File: config.mk
export PLATFORM = sky130hd
export DESIGN_NAME = ife_engine
export DESIGN_NICKNAME = d
export VERILOG_FILES = /design/src/inc/ife_pkg.sv /design/src/rtl/ife_engine.sv /design/src/rtl/ife_fifo.sv /design/src/rtl/ife_tick.sv
export VERILOG_INCLUDE_DIRS = /design/src /design/src/inc
export SDC_FILE = /design/constraint.sdc
export NUM_CORES = 1
export LEC_CHECK = 0
export ABC_AREA = 1
export BUFFER_PORTS_ARGS = -buffer_cell sky130_fd_sc_hd__buf_2
export CORE_ASPECT_RATIO = 0.6
export CORE_UTILIZATION = 35
export DETAILED_ROUTE_END_ITERATION = 8
export GPL_TIMING_DRIVEN = 1
export PLACE_DENSITY_LB_ADDON = 0.3
export SKIP_CTS_REPAIR_TIMING = 1
export SKIP_LAST_GASP = 1
export SLEW_MARGIN = 20
export SYNTH_ARGS = -nofsm -noshare
export SYNTH_HDL_FRONTEND = slang
export SYNTH_SLANG_ARGS = --single-unit
export TNS_END_PERCENT = 30
File: constraint.sdc
create_clock -name core_clk -period 2.4 [get_ports core_clk]
set_input_delay 0.24 -clock core_clk [delete_from_list [all_inputs] [get_ports core_clk]]
set_output_delay 0.24 -clock core_clk [all_outputs]
set_load 0.1 [all_outputs]
File: src/inc/ife_defines.svh
`ifndef IFE_DEFINES_SVH
`define IFE_DEFINES_SVH

// =====================================================================
// register addresses on the special function bus
`define IFE_OFS_TX        8'h9A
`define IFE_OFS_RX        8'h9B
`define IFE_OFS_MODE      8'hE8
`define IFE_OFS_ADR       8'hE9
`define IFE_OFS_STAT      8'hEA

// =====================================================================
// reset values
`define IFE_RST_MODE      8'h00
`define IFE_RST_ADR       8'h00

// =====================================================================
// field positions
`define IFE_MODE_EN       7
`define IFE_MODE_DIV_HI   6
`define IFE_MODE_DIV_LO   5
`define IFE_MODE_RCT_HI   4
`define IFE_ADR_DIR       0
`define IFE_ST_BUSY       7
`define IFE_ST_NOACK      6
`define IFE_ST_ACCERR     1
`define IFE_ST_OVFERR     0

// =====================================================================
// timing: one scl period is 16 << divider field, split in four quarters
`define IFE_SCL_BASE_DIV  16
`define IFE_QTR_BASE      (`IFE_SCL_BASE_DIV / 4)
`define IFE_FIFO_DEPTH    4

// fifo level codes
`define IFE_LVL_EMPTY     2'h0
`define IFE_LVL_HALF      2'h2
`define IFE_LVL_FULL      2'h3

`endif

File: src/inc/ife_pkg.sv
package ife_pkg;

    // =====================================================================
    // bus sequencer states
    typedef enum logic [2:0] {
        ST_IDLE    = 3'b000,
        ST_START   = 3'b001,
        ST_SHIFT   = 3'b010,
        ST_ACK     = 3'b011,
        ST_STOP    = 3'b100,
        ST_RESTART = 3'b101
    } ife_state_t;

    // =====================================================================
    // whole state of the engine
    typedef struct packed {
        logic [7:0] mode;
        logic [7:0] adr;
        ife_state_t state;
        logic [1:0] q;
        logic [2:0] bitcnt;
        logic [7:0] shreg;
        logic       is_addr;
        logic       is_read;
        logic       start_req;
        logic       restart_pend;
        logic       got_nack;
        logic [5:0] rxcnt;
        logic       noack;
        logic       tx_empty;
        logic       acc_err;
        logic       ovf_err;
        logic       scl_low;
        logic       sda_low;
        logic [7:0] rdata;
    } ife_core_t;

    typedef struct packed {
        logic [3:0][7:0] mem;
        logic [1:0]      wp;
        logic [1:0]      rp;
        logic [2:0]      cnt;
    } ife_fifo_t;

    typedef struct packed {
        logic [4:0] cnt;
    } ife_tick_t;

endpackage

File: src/rtl/ife_engine.sv
`timescale 1ns/10ps
`include "ife_defines.svh"

// Notes on behaviour
// - an address register write while idle and enabled starts a transfer to the seven-bit slave
// - direction one sends a read and stores returned bytes in receive fifo
// - direction zero sends a write; software feeds bytes through transmit buffer
// - busy bit reads one while in use; transmit fifo drains meanwhile
// - missing acknowledge sets sticky flag and stops; software clears it
// - receive pending while fifo holds data; clears when reads empty it
// - transmit-empty flag set when fifo empty, cleared by buffer write
// - level field shows active fifo: 00 empty, 10 half, 11 full
// - simultaneous buffer write and read sets the access clash error
// - writing a full transmit fifo sets the overfill error
// - master acknowledges each received byte but the final one by itself
// - master sends NACK on final byte once read length is reached
// - address rewrite mid-transfer ends it with repeated START
// - separate four-byte receive and transmit fifos; preload allowed
// - transmit underrun stops the write transfer
// - write error ends transfer and flushes transmit fifo
// - receive interrupt per byte or only on full fifo
// - read stops at programmed count or earlier on acknowledge error
// - interface works only when enable bit set
// - scl rate is core clock over 16 times two to the divider field
// - read length field plus one bytes are read
module ife_engine
(
    input  wire logic       core_clk,       // core clock, 200 MHz
    input  wire logic       rst,            // synchronous reset, active high
    input  wire logic       sfr_wr,         // register write strobe
    input  wire logic [7:0] sfr_waddr,      // register write address
    input  wire logic [7:0] sfr_wdata,      // register write data
    input  wire logic       sfr_rd,         // register read strobe
    input  wire logic [7:0] sfr_raddr,      // register read address
    output logic [7:0]      sfr_rdata,      // read data, next cycle
    input  wire logic       tx_irq_en,      // enable transmit-empty interrupt
    input  wire logic       rx_irq_en,      // enable receive interrupt
    input  wire logic       rx_irq_on_full, // receive interrupt only when full
    output logic            irq,            // interrupt request, level
    input  wire logic       scl_i,          // scl line level
    output logic            scl_o,          // scl drive value, always low
    output logic            scl_oe,         // scl pulled low
    input  wire logic       sda_i,          // sda line level
    output logic            sda_o,          // sda drive value, always low
    output logic            sda_oe          // sda pulled low
);
    ife_pkg::ife_core_t st;
    ife_pkg::ife_core_t next_st;
    logic       tick;
    logic       wr_mode, wr_adr, wr_stat, wr_tx, rd_rx;
    logic       tx_push, tx_pop, tx_flush, rx_push, rx_pop;
    logic [7:0] tx_dout, rx_dout;
    logic [2:0] tx_cnt, rx_cnt;
    logic       tx_full, tx_empty_f, rx_full, rx_empty_f;
    logic       receiving, last_byte, act_full, act_empty;
    logic [7:0] status;

    // =====================================================================
    // fifos and scl quarter timer
    ife_fifo u_tx_fifo (
        .core_clk (core_clk), .rst (rst), .push (tx_push), .din (sfr_wdata),
        .pop (tx_pop), .flush (tx_flush), .dout (tx_dout), .count (tx_cnt),
        .full (tx_full), .empty (tx_empty_f)
    );
    ife_fifo u_rx_fifo (
        .core_clk (core_clk), .rst (rst), .push (rx_push), .din (st.shreg),
        .pop (rx_pop), .flush (1'b0), .dout (rx_dout), .count (rx_cnt),
        .full (rx_full), .empty (rx_empty_f)
    );
    ife_tick u_tick (
        .core_clk (core_clk), .rst (rst), .run (st.state != ife_pkg::ST_IDLE),
        .div (st.mode[`IFE_MODE_DIV_HI:`IFE_MODE_DIV_LO]), .tick (tick)
    );

    // =====================================================================
    // status word
    always_comb
    begin
        receiving = st.is_read && !st.is_addr;
        last_byte = (st.rxcnt == ({1'b0, st.mode[`IFE_MODE_RCT_HI:0]} + 6'h01))
                    || st.restart_pend;
        act_full  = st.is_read ? rx_full : tx_full;
        act_empty = st.is_read ? rx_empty_f : tx_empty_f;
        status[7] = (st.state != ife_pkg::ST_IDLE) || st.start_req;
        status[6] = st.noack;
        status[5] = !rx_empty_f;
        status[4] = st.tx_empty;
        status[3:2] = act_empty ? `IFE_LVL_EMPTY :
                      (act_full ? `IFE_LVL_FULL : `IFE_LVL_HALF);
        status[1] = st.acc_err;
        status[0] = st.ovf_err;
    end

    // =====================================================================
    // register access, flags and bus sequencer
    always_comb
    begin
        next_st  = st;
        wr_mode  = sfr_wr && (sfr_waddr == `IFE_OFS_MODE);
        wr_adr   = sfr_wr && (sfr_waddr == `IFE_OFS_ADR);
        wr_stat  = sfr_wr && (sfr_waddr == `IFE_OFS_STAT);
        wr_tx    = sfr_wr && (sfr_waddr == `IFE_OFS_TX);
        rd_rx    = sfr_rd && (sfr_raddr == `IFE_OFS_RX);
        tx_push  = wr_tx;
        tx_pop   = 1'b0;
        tx_flush = 1'b0;
        rx_push  = 1'b0;
        rx_pop   = rd_rx;
        if (wr_mode)
            next_st.mode = sfr_wdata;
        // software clears sticky flags by writing zero; sets below win
        if (wr_stat)
        begin
            next_st.noack   = st.noack && sfr_wdata[`IFE_ST_NOACK];
            next_st.acc_err = st.acc_err && sfr_wdata[`IFE_ST_ACCERR];
            next_st.ovf_err = st.ovf_err && sfr_wdata[`IFE_ST_OVFERR];
        end
        if (wr_tx && rd_rx)
            next_st.acc_err = 1'b1;
        if (wr_tx && tx_full)
            next_st.ovf_err = 1'b1;
        next_st.tx_empty = wr_tx ? 1'b0 : (tx_empty_f || st.tx_empty);
        if (sfr_rd)
        begin
            case (sfr_raddr)
                `IFE_OFS_MODE: next_st.rdata = st.mode;
                `IFE_OFS_ADR:  next_st.rdata = st.adr;
                `IFE_OFS_STAT: next_st.rdata = status;
                `IFE_OFS_RX:   next_st.rdata = rx_dout;
                default:       next_st.rdata = 8'h00;
            endcase
        end
        // address write starts a transfer, or queues a repeated start
        if (wr_adr)
        begin
            next_st.adr = sfr_wdata;
            if (st.mode[`IFE_MODE_EN])
            begin
                if (st.state == ife_pkg::ST_IDLE && !st.start_req)
                    next_st.start_req = 1'b1;
                else
                    next_st.restart_pend = 1'b1;
            end
        end
        case (st.state)
            ife_pkg::ST_IDLE:
            begin
                if (st.start_req)
                begin
                    next_st.state     = ife_pkg::ST_START;
                    next_st.q         = 2'h0;
                    next_st.start_req = 1'b0;
                end
            end
            ife_pkg::ST_START:
            begin
                if (tick)
                begin
                    next_st.q = st.q + 2'h1;
                    if (st.q == 2'h3)
                    begin
                        next_st.state        = ife_pkg::ST_SHIFT;
                        next_st.bitcnt       = 3'h7;
                        next_st.shreg        = st.adr;
                        next_st.is_addr      = 1'b1;
                        next_st.is_read      = st.adr[`IFE_ADR_DIR];
                        next_st.rxcnt        = 6'h00;
                        next_st.restart_pend = wr_adr;
                    end
                end
            end
            ife_pkg::ST_SHIFT:
            begin
                if (tick)
                begin
                    next_st.q = st.q + 2'h1;
                    if (st.q == 2'h2 && receiving)
                        next_st.shreg = {st.shreg[6:0], sda_i};
                    if (st.q == 2'h3)
                    begin
                        if (st.bitcnt != 3'h0)
                        begin
                            next_st.bitcnt = st.bitcnt - 3'h1;
                            if (!receiving)
                                next_st.shreg = {st.shreg[6:0], 1'b0};
                        end
                        else if (receiving && rx_full)
                            next_st.q = 2'h3; // hold scl high until software reads
                        else
                        begin
                            rx_push        = receiving;
                            next_st.rxcnt  = st.rxcnt + {5'h00, receiving};
                            next_st.state  = ife_pkg::ST_ACK;
                            next_st.got_nack = 1'b0;
                        end
                    end
                end
            end
            ife_pkg::ST_ACK:
            begin
                if (tick)
                begin
                    next_st.q = st.q + 2'h1;
                    if (st.q == 2'h2 && !receiving)
                        next_st.got_nack = sda_i;
                    if (st.q == 2'h3)
                    begin
                        next_st.bitcnt = 3'h7;
                        next_st.state  = ife_pkg::ST_STOP;
                        if (!receiving && st.got_nack)
                        begin
                            next_st.noack = 1'b1;
                            tx_flush      = !st.is_read;
                        end
                        else if (receiving && last_byte)
                            next_st.state = ife_pkg::ST_STOP;
                        else if (st.restart_pend)
                            next_st.state = ife_pkg::ST_RESTART;
                        else if (st.is_read)
                        begin
                            next_st.state   = ife_pkg::ST_SHIFT;
                            next_st.is_addr = 1'b0;
                        end
                        else if (!tx_empty_f)
                        begin
                            tx_pop          = 1'b1;
                            next_st.shreg   = tx_dout;
                            next_st.state   = ife_pkg::ST_SHIFT;
                            next_st.is_addr = 1'b0;
                        end
                        // an empty fifo here is an underrun and ends the write
                        if (st.restart_pend && next_st.state == ife_pkg::ST_STOP)
                            next_st.state = ife_pkg::ST_RESTART;
                    end
                end
            end
            ife_pkg::ST_STOP, ife_pkg::ST_RESTART:
            begin
                if (tick)
                begin
                    next_st.q = st.q + 2'h1;
                    if (st.q == 2'h3)
                        next_st.state = (st.state == ife_pkg::ST_RESTART || st.restart_pend) ?
                                        ife_pkg::ST_START : ife_pkg::ST_IDLE;
                end
            end
            default:
                next_st.state = ife_pkg::ST_IDLE;
        endcase
        // a disabled interface abandons any transfer and frees the bus
        if (!st.mode[`IFE_MODE_EN])
        begin
            next_st.state        = ife_pkg::ST_IDLE;
            next_st.start_req    = 1'b0;
            next_st.restart_pend = 1'b0;
        end
        // line levels for the coming quarter, pulled low only
        case (next_st.state)
            ife_pkg::ST_START:
            begin
                next_st.scl_low = 1'b0;
                next_st.sda_low = next_st.q[1];
            end
            ife_pkg::ST_SHIFT:
            begin
                next_st.scl_low = !next_st.q[1];
                next_st.sda_low = !(next_st.is_read && !next_st.is_addr) &&
                                  !next_st.shreg[7];
            end
            ife_pkg::ST_ACK:
            begin
                next_st.scl_low = !next_st.q[1];
                next_st.sda_low = next_st.is_read && !next_st.is_addr &&
                                  !(next_st.rxcnt == ({1'b0, next_st.mode[4:0]} + 6'h01)
                                    || next_st.restart_pend);
            end
            ife_pkg::ST_STOP:
            begin
                next_st.scl_low = (next_st.q == 2'h0);
                next_st.sda_low = !next_st.q[1];
            end
            ife_pkg::ST_RESTART:
            begin
                next_st.scl_low = !next_st.q[1];
                next_st.sda_low = 1'b0;
            end
            default:
            begin
                next_st.scl_low = 1'b0;
                next_st.sda_low = 1'b0;
            end
        endcase
    end

    always_ff @(posedge core_clk)
    begin
        if (rst)
        begin
            st      <= '0;
            st.mode <= `IFE_RST_MODE;
            st.adr  <= `IFE_RST_ADR;
        end
        else
            st <= next_st;
    end

    // =====================================================================
    // outputs
    assign sfr_rdata = st.rdata;
    assign scl_o     = 1'b0;
    assign sda_o     = 1'b0;
    assign scl_oe    = st.scl_low;
    assign sda_oe    = st.sda_low;
    assign irq = (st.tx_empty && tx_irq_en) ||
                 (rx_irq_en && (rx_irq_on_full ? rx_full : !rx_empty_f));
endmodule

File: src/rtl/ife_fifo.sv
`timescale 1ns/10ps
`include "ife_defines.svh"

module ife_fifo
(
    input  wire logic       core_clk, // core clock
    input  wire logic       rst,      // synchronous reset
    input  wire logic       push,     // write din
    input  wire logic [7:0] din,      // byte in
    input  wire logic       pop,      // drop head
    input  wire logic       flush,    // discard all
    output logic [7:0]      dout,     // head byte, from register
    output logic [2:0]      count,    // bytes held
    output logic            full,     // four bytes held
    output logic            empty     // nothing held
);
    ife_pkg::ife_fifo_t st;
    ife_pkg::ife_fifo_t next_st;
    logic               do_push;
    logic               do_pop;

    // =====================================================================
    // pointer and count update
    always_comb
    begin
        next_st = st;
        do_push = push && !full;
        do_pop  = pop && !empty;
        if (do_push)
        begin
            next_st.mem[st.wp] = din;
            next_st.wp         = st.wp + 2'h1;
        end
        if (do_pop)
            next_st.rp = st.rp + 2'h1;
        next_st.cnt = st.cnt + {2'h0, do_push} - {2'h0, do_pop};
        if (flush)
        begin
            next_st.wp  = 2'h0;
            next_st.rp  = 2'h0;
            next_st.cnt = 3'h0;
        end
    end

    always_ff @(posedge core_clk)
    begin
        if (rst)
            st <= '0;
        else
            st <= next_st;
    end

    assign dout  = st.mem[st.rp];
    assign count = st.cnt;
    assign full  = (st.cnt == 3'(`IFE_FIFO_DEPTH));
    assign empty = (st.cnt == 3'h0);
endmodule

File: src/rtl/ife_tick.sv
`timescale 1ns/10ps
`include "ife_defines.svh"

module ife_tick
(
    input  wire logic       core_clk, // core clock
    input  wire logic       rst,      // synchronous reset
    input  wire logic       run,      // count while high
    input  wire logic [1:0] div,      // scl divider field
    output logic            tick      // one-cycle pulse per scl quarter
);
    ife_pkg::ife_tick_t st;
    ife_pkg::ife_tick_t next_st;
    logic [4:0]         limit;

    // =====================================================================
    // quarter period is (16 << div) / 4 core cycles
    always_comb
    begin
        limit   = 5'((`IFE_QTR_BASE << div) - 1);
        tick    = run && (st.cnt == limit);
        next_st = st;
        if (!run || tick)
            next_st.cnt = 5'h0;
        else
            next_st.cnt = st.cnt + 5'h1;
    end

    always_ff @(posedge core_clk)
    begin
        if (rst)
            st <= '0;
        else
            st <= next_st;
    end
endmodule

Word level (Yosys, flattened, before mapping)
Cells that the tools add are included.
W data, S select, Z words.
- output and inout port bits: 13
- word-level logic and storage cells: 270
- bits in registers: 140
- bits of input ports: 33
- $lt $le $gt $ge: 6
- add/sub/neg operators: 15
- muxes and demuxes: 101
- reductions and logical operators: 69
- bitwise gates (word level): 1
- shift operators: 1
- eq/ne operators: 41
- operators with widths (kind ; number):
    $bwmux W32 ; 2
    $eq A8 B8 Y1 const B ; 8
    $mux W8 ; 7
    $mux W3 ; 14
    $mux W1 ; 41
    $mux W9 ; 4
    $pmux W11 S3 ; 1
    $bmux W8 S2 ; 2
    $demux W8 S2 ; 2
    $mux W16 ; 2
    $pmux W8 S4 ; 1
    $logic_and A1 B1 Y1 ; 30
    $ne A2 B2 Y1 const B ; 15
    $mux W7 ; 4
    $eq A3 B3 Y1 const B ; 7
    $mux W5 ; 4
    $pmux W2 S5 ; 2
    $mux W18 ; 1
    $mux W17 ; 1
    $pmux W3 S5 ; 1
    $logic_not A1 Y1 ; 14
    $mux W13 ; 1
    $add A5 B1 Y6 const B ; 2
    $eq A3 B2 Y1 const B ; 4
    30 further kinds ; 64

Depth between registers and ports, before layout
- word-level depth: 20
- depth in mapped cells: 20
- gate-level depth less buffers: 20

By module
A second synthesis with hierarchy kept.
- cell total of the unflattened synthesis: 1379
- area total of the unflattened synthesis: 8655.8 µm²
- by module, submodules not included (module ; cells an instance ; times used ; seq. area each (µm²) ; area each (µm²)):
    ife_engine ; 628 ; 1 ; 1141.1 ; 3878.7
    ife_fifo at u_tx_fifo ; 358 ; 1 ; 780.7 ; 2259.7
    ife_fifo at u_rx_fifo ; 355 ; 1 ; 780.7 ; 2253.4
    ife_tick ; 38 ; 1 ; 100.1 ; 264.0

Worst setup path after synthesis
Ideal clock, no wire load.
- path type: reg-to-reg
- from: register st[37] (netlist name)
- to: register u_tx_fifo.st (netlist bit u_tx_fifo.count[2])
- cell stages (with the launch flop): 13
- buffers on the path: 0
- library setup time: 0.131 ns
- path slack: 0.036 ns
- period minus slack after synthesis: 2.364 ns
- arrival: 2.233 ns
- data required time: 2.269 ns
- cells stage by stage: dfxtp_1 ha_1 nand4_4 inv_4 nand2_2 nor2_4 ha_1 inv_1 ha_1 inv_1 fa_1 xor2_1 nor2_1
- longest elaborated chain between the ends: 6
- elaborated cells between the ends (all ways): 10
- classes of those cells: add/sub (1); eq/ne (1); mux (6); reduce/logical (2)
- ends and longest elaborated chain (what ; line ; RTL):
    start: declaration ; ife_engine.sv:47 ; ife_pkg::ife_core_t st;
    start signal: assignment ; ife_engine.sv:304 ; st <= next_st;
    $eq A2 B2 Y1 ; ife_engine.sv:206 ; if (st.q == 2'h3)
    $mux W1 ; ife_engine.sv:206 ;
    $mux W1 ; ife_engine.sv:201 ; if (tick)
    $mux W1 ; ife_engine.sv:145 ; case (st.state)
    $logic_and A1 B1 Y1 ; ife_fifo.sv:28 ; do_pop = pop && !empty;
    net u_tx_fifo.do_pop ; ife_fifo.sv:20 ; logic do_pop;
    $sub A3 B1 Y3 ; ife_fifo.sv:36 ; next_st.cnt = st.cnt + {2'h0, do_push} - {2'h0, do_pop};
    end signal: assignment ; ife_fifo.sv:50 ; st <= next_st;
    end: declaration ; ife_fifo.sv:17 ; ife_pkg::ife_fifo_t st;
The timed path passes the listed nets, and every way through them passes these cells.
A chain may end at the register's enable or synchronous reset.

Worst setup path after layout
- from: register st[55] (netlist name)
- to: register u_tx_fifo.st (netlist bit u_tx_fifo.count[2])
- longest elaborated chain between the ends: 8
- elaborated cells between the ends (all ways): 11
- classes of those cells: add/sub (2); eq/ne (1); shift (1); mux (4); reduce/logical (3)
- ends and longest elaborated chain (what ; line ; RTL):
    $shl A3 B2 Y5 (no source line) ; - ;
    $sub A5 B2 Y5 ; ife_tick.sv:20 ; limit = 5'((`IFE_QTR_BASE << div) - 1);
    $eq A5 B5 Y1 ; ife_tick.sv:21 ; tick = run && (st.cnt == limit);
    $logic_and A1 B1 Y1 ; ife_tick.sv:21 ;
    $mux W1 ; ife_engine.sv:201 ;
    $mux W1 ; ife_engine.sv:145 ;
    $logic_and A1 B1 Y1 ; ife_fifo.sv:28 ;
    net u_tx_fifo.do_pop ; ife_fifo.sv:20 ;
    $sub A3 B1 Y3 ; ife_fifo.sv:36 ;
The timed path passes the listed nets, and every way through them passes these cells.

==> results.md <==
- Run status: complete, no violations
- Area of the multi-input gates: roughly 4100 um^2
- Hold path cells: 3
- Chip Width: between 150 and 200 um
- Predominant post-synthesis flop cell: dfxtp_1
- H-tree depth: 4
- Post-Route WL: about 24 mm
- Critical Path Start Type: register
- Wire per inst: about 16 um
- Worst-margin pin slew: ~0.74 ns
- Grt ovf: 0
- FP Rows: a little over 40
- Skew final: around 0.013 ns
- Largest net degree at the start of global routing: between 50 and 60
- R2R Path Start: st[55]$_SDFFE_PP0P_
- Post-synthesis sequential area ratio: between 30% and 40%
- Final-report max-slew violation count: 0
- Post-synth top area share: a little over a third
- Hold Vio Cnt, Final: 0
- Synth top area cells: dfxtp_1 37%, nand2_1 9.5%, a21oi_1 8.1%, inv_1 7.0%, o21ai_0 6.9%
- Final setup violating endpoints: 0
- RSZ-0062 raised after global routing: yes
- CP Class: reg2reg
- YS warnings: 0
- R2R depth: 15
- Vias post-DR: between 7,000 and 8,000
- CTS tree: yes
- IO Count: 46
- Nets@finish: 1,245
- Dpl hpwl: around 18 mm
- Ratio of cells with drive above 1 in the final layout: around 17%
- Most frequent cells in the layout: 193 x nand2_1, 143 x inv_1, 133 x dfxtp_1
- Die area: around 23,000 um^2
- Crit path launch: st[55]$_SDFFE_PP0P_
- Setup TNS: 0 ns
- Worst EP arrival: roughly 2.6 ns
- Die height: about 120 um
- Worst flop-to-flop path endpoint: u_tx_fifo.count[2]$_SDFF_PP0_
- Reg area: between 2000 and 3000 um^2
- EDFF count, synth: 0
- Final Power: between 5 and 6 mW
- Clk buf depth: 2
- Syn_area_per_cell: approximately 6.9 um^2
- Worst Path Max Fanout: 5
- Root buffer cell: clkbuf_16
- Synth cell types: 54
- Worst Setup End Kind: register
- Hold Crit Class: in2reg
- Max_cap viols: 0
- Core Area: about 21,000 um^2
- Netlist Area Pre-Place: ~7700 um^2
- DRC violations left: 0
- Clk sink count: 140
- Syn Inst Count: 1,115
- Number of global-route vias before repair: between 6,000 and 7,000
- Diode count: 0
- Ys async rst share: 0%
- I/O Buffers: between 40 and 50
- Routability cong.: 0.897
- Synth Register Bits: 140
- First-pass GRT wire length: around 37 mm
- Drt first pass iters: 7
- Post-route non-filler standard cell count: 1,481
- Max rail drop VDD: between 0.4 and 0.5 mV
- Clock latency on the worst-skew pair: roughly 0.44 ns
- Layout area overhead: 20.6%
- Critical Path RT: approximately 2.7 ns
- Slew HR: a little over 50%
- CTS buffer count: 17
- Initial antenna violation count: 0
- Total GRT Usage: a little over a fifth
- Min Hold Slack: 0.106 ns
- DRT antenna net count: 0
- Period minus WS final: about 2.3 ns
- Max Freq: 0.437 GHz
- Cells after DPL: around 1,400
- Flop2flop setup slack: 0.11 ns
- Initial Util: between 30% and 40%
- P per Cell Area: 603 nW/um^2
- Cell type with the highest aggregate area in the netlist: dfxtp_1
- Clk slew on worst S/H paths: approximately 0.07 ns
- Period utilization: 95.4%
- Fill count: 2,151
- Lkg Pwr: approximately 3.7 nW
- Most common cell after layout, fill and taps aside: nand2_1
- Hold path endpoint: st[20]$_SDFFE_PP0P_
- Hold_sp: sda_i
- Iteration-0 DRC Markers: just over 700
- Drt via density: ~5.1
==> worst max-delay path by stage <==
stage                                          endpoint  slack, ns  cells after the start
after floorplan           u_tx_fifo.count[2]$_SDFF_PP0_       0.04                     12
after global placement    u_rx_fifo.count[2]$_SDFF_PP0_     -0.001                     13
after detailed placement  u_tx_fifo.count[2]$_SDFF_PP0_       0.03                     14
after CTS                 u_tx_fifo.count[2]$_SDFF_PP0_      0.007                     14
after global routing                  sda_oe$_SDFF_PP0_      -0.06                     19
final                     u_tx_fifo.count[2]$_SDFF_PP0_       0.11                     15
==> synthesized netlist by cell type (all sizes together), types with 4 or more instances <==
library cell,count
nand2,201
inv,162
dfxtp,140
a21oi,126
o21ai,117
nor2,101
nand3,97
clkbuf,29
ha,21
buf,20
nand4,17
a31oi,12
nor3,12
a211oi,9
xor2,6
a221oi,5
nor4,5
o22ai,5
clkinv,4
o211ai,4
==> metal layers <==
| layer | up-vias | track usage (%) | part of all wire [%] |
|---|---|---|---|
| met3 | 26 | 5.20 | 9.1 |
| met4 | 0 | 6.08 | 1.3 |
| met5 | - | 0 | 0 |
| met1 | 3465 | 33.1 | 52 |
| li1 | 3845 | - | - |
| met2 | 244 | 29.2 | 38 |
==> layout make-up <==
type	count	area share (%)
Clock buffer	18	4.63
Sequential cell	140	30.4
Tap cell	279	3.77
Multi-Input combinational cell	761	43.8
Timing Repair Buffer	103	8.11
Inverter	166	6.78
Clock inverter	14	2.50
==> sequential cells by signal (all words and copies together) (netlist names) <==
signal,count
scl_oe,1
sda_oe,1
sfr_rdata,8
st,47
u_rx_fifo.count,3
u_rx_fifo.st,36
u_tick.st,5
u_tx_fifo.count,3
u_tx_fifo.st,36
==> metrics by stage <==
| step | instance area [um^2] | utilization, % | setup WS (ns) |
|---|---|---|---|
| CTS | 9150 | 43.1 | 0.00667 |
| floorplan | 7680 | - | 0.0362 |
| global placement | 8490 | 40.0 | -0.00146 |
| global route | 9260 | 43.6 | -0.0585 |
| detailed placement | 8490 | 40.0 | 0.0259 |
| finish | 9260 | 43.6 | 0.110 |
==> where the power goes <==
part / internal, mW / switching (mW)
sequential: 2.33 / 0.00568
combinational: 0.0572 / 0.177
clock: 1.87 / 1.15
total: 4.26 / 1.33
==> worst max-delay path: stages, from the launching register on <==
cell and delay [ns]:
dfxtp_2 0.38, nand2_1 0.06, nand2_1 0.09, nand3_4 0.13
inv_4 0.10, nand4_4 0.09, inv_4 0.07, nand2_2 0.07
nor2_4 0.11, ha_1 0.23, inv_1 0.05, ha_1 0.14
inv_1 0.05, fa_1 0.37, xor2_1 0.17, nor2_1 0.06
==> kinds of logic after synthesis <==
kind of cell | after synthesis | share of synthesized area, %
AOI/OAI and AO/OA | 291 | 20.7
xor gates and xnor gates | 8 | 0.913
adders and majority gates | 23 | 3.94
buffers and inverters | 215 | 11.4
DFF | 140 | 36.5
muxes | 1 | 0.130
other | 1 | 0.0488
and+or+nand+nor | 436 | 26.4
Note: power is estimated with default switching activity, not from simulation.
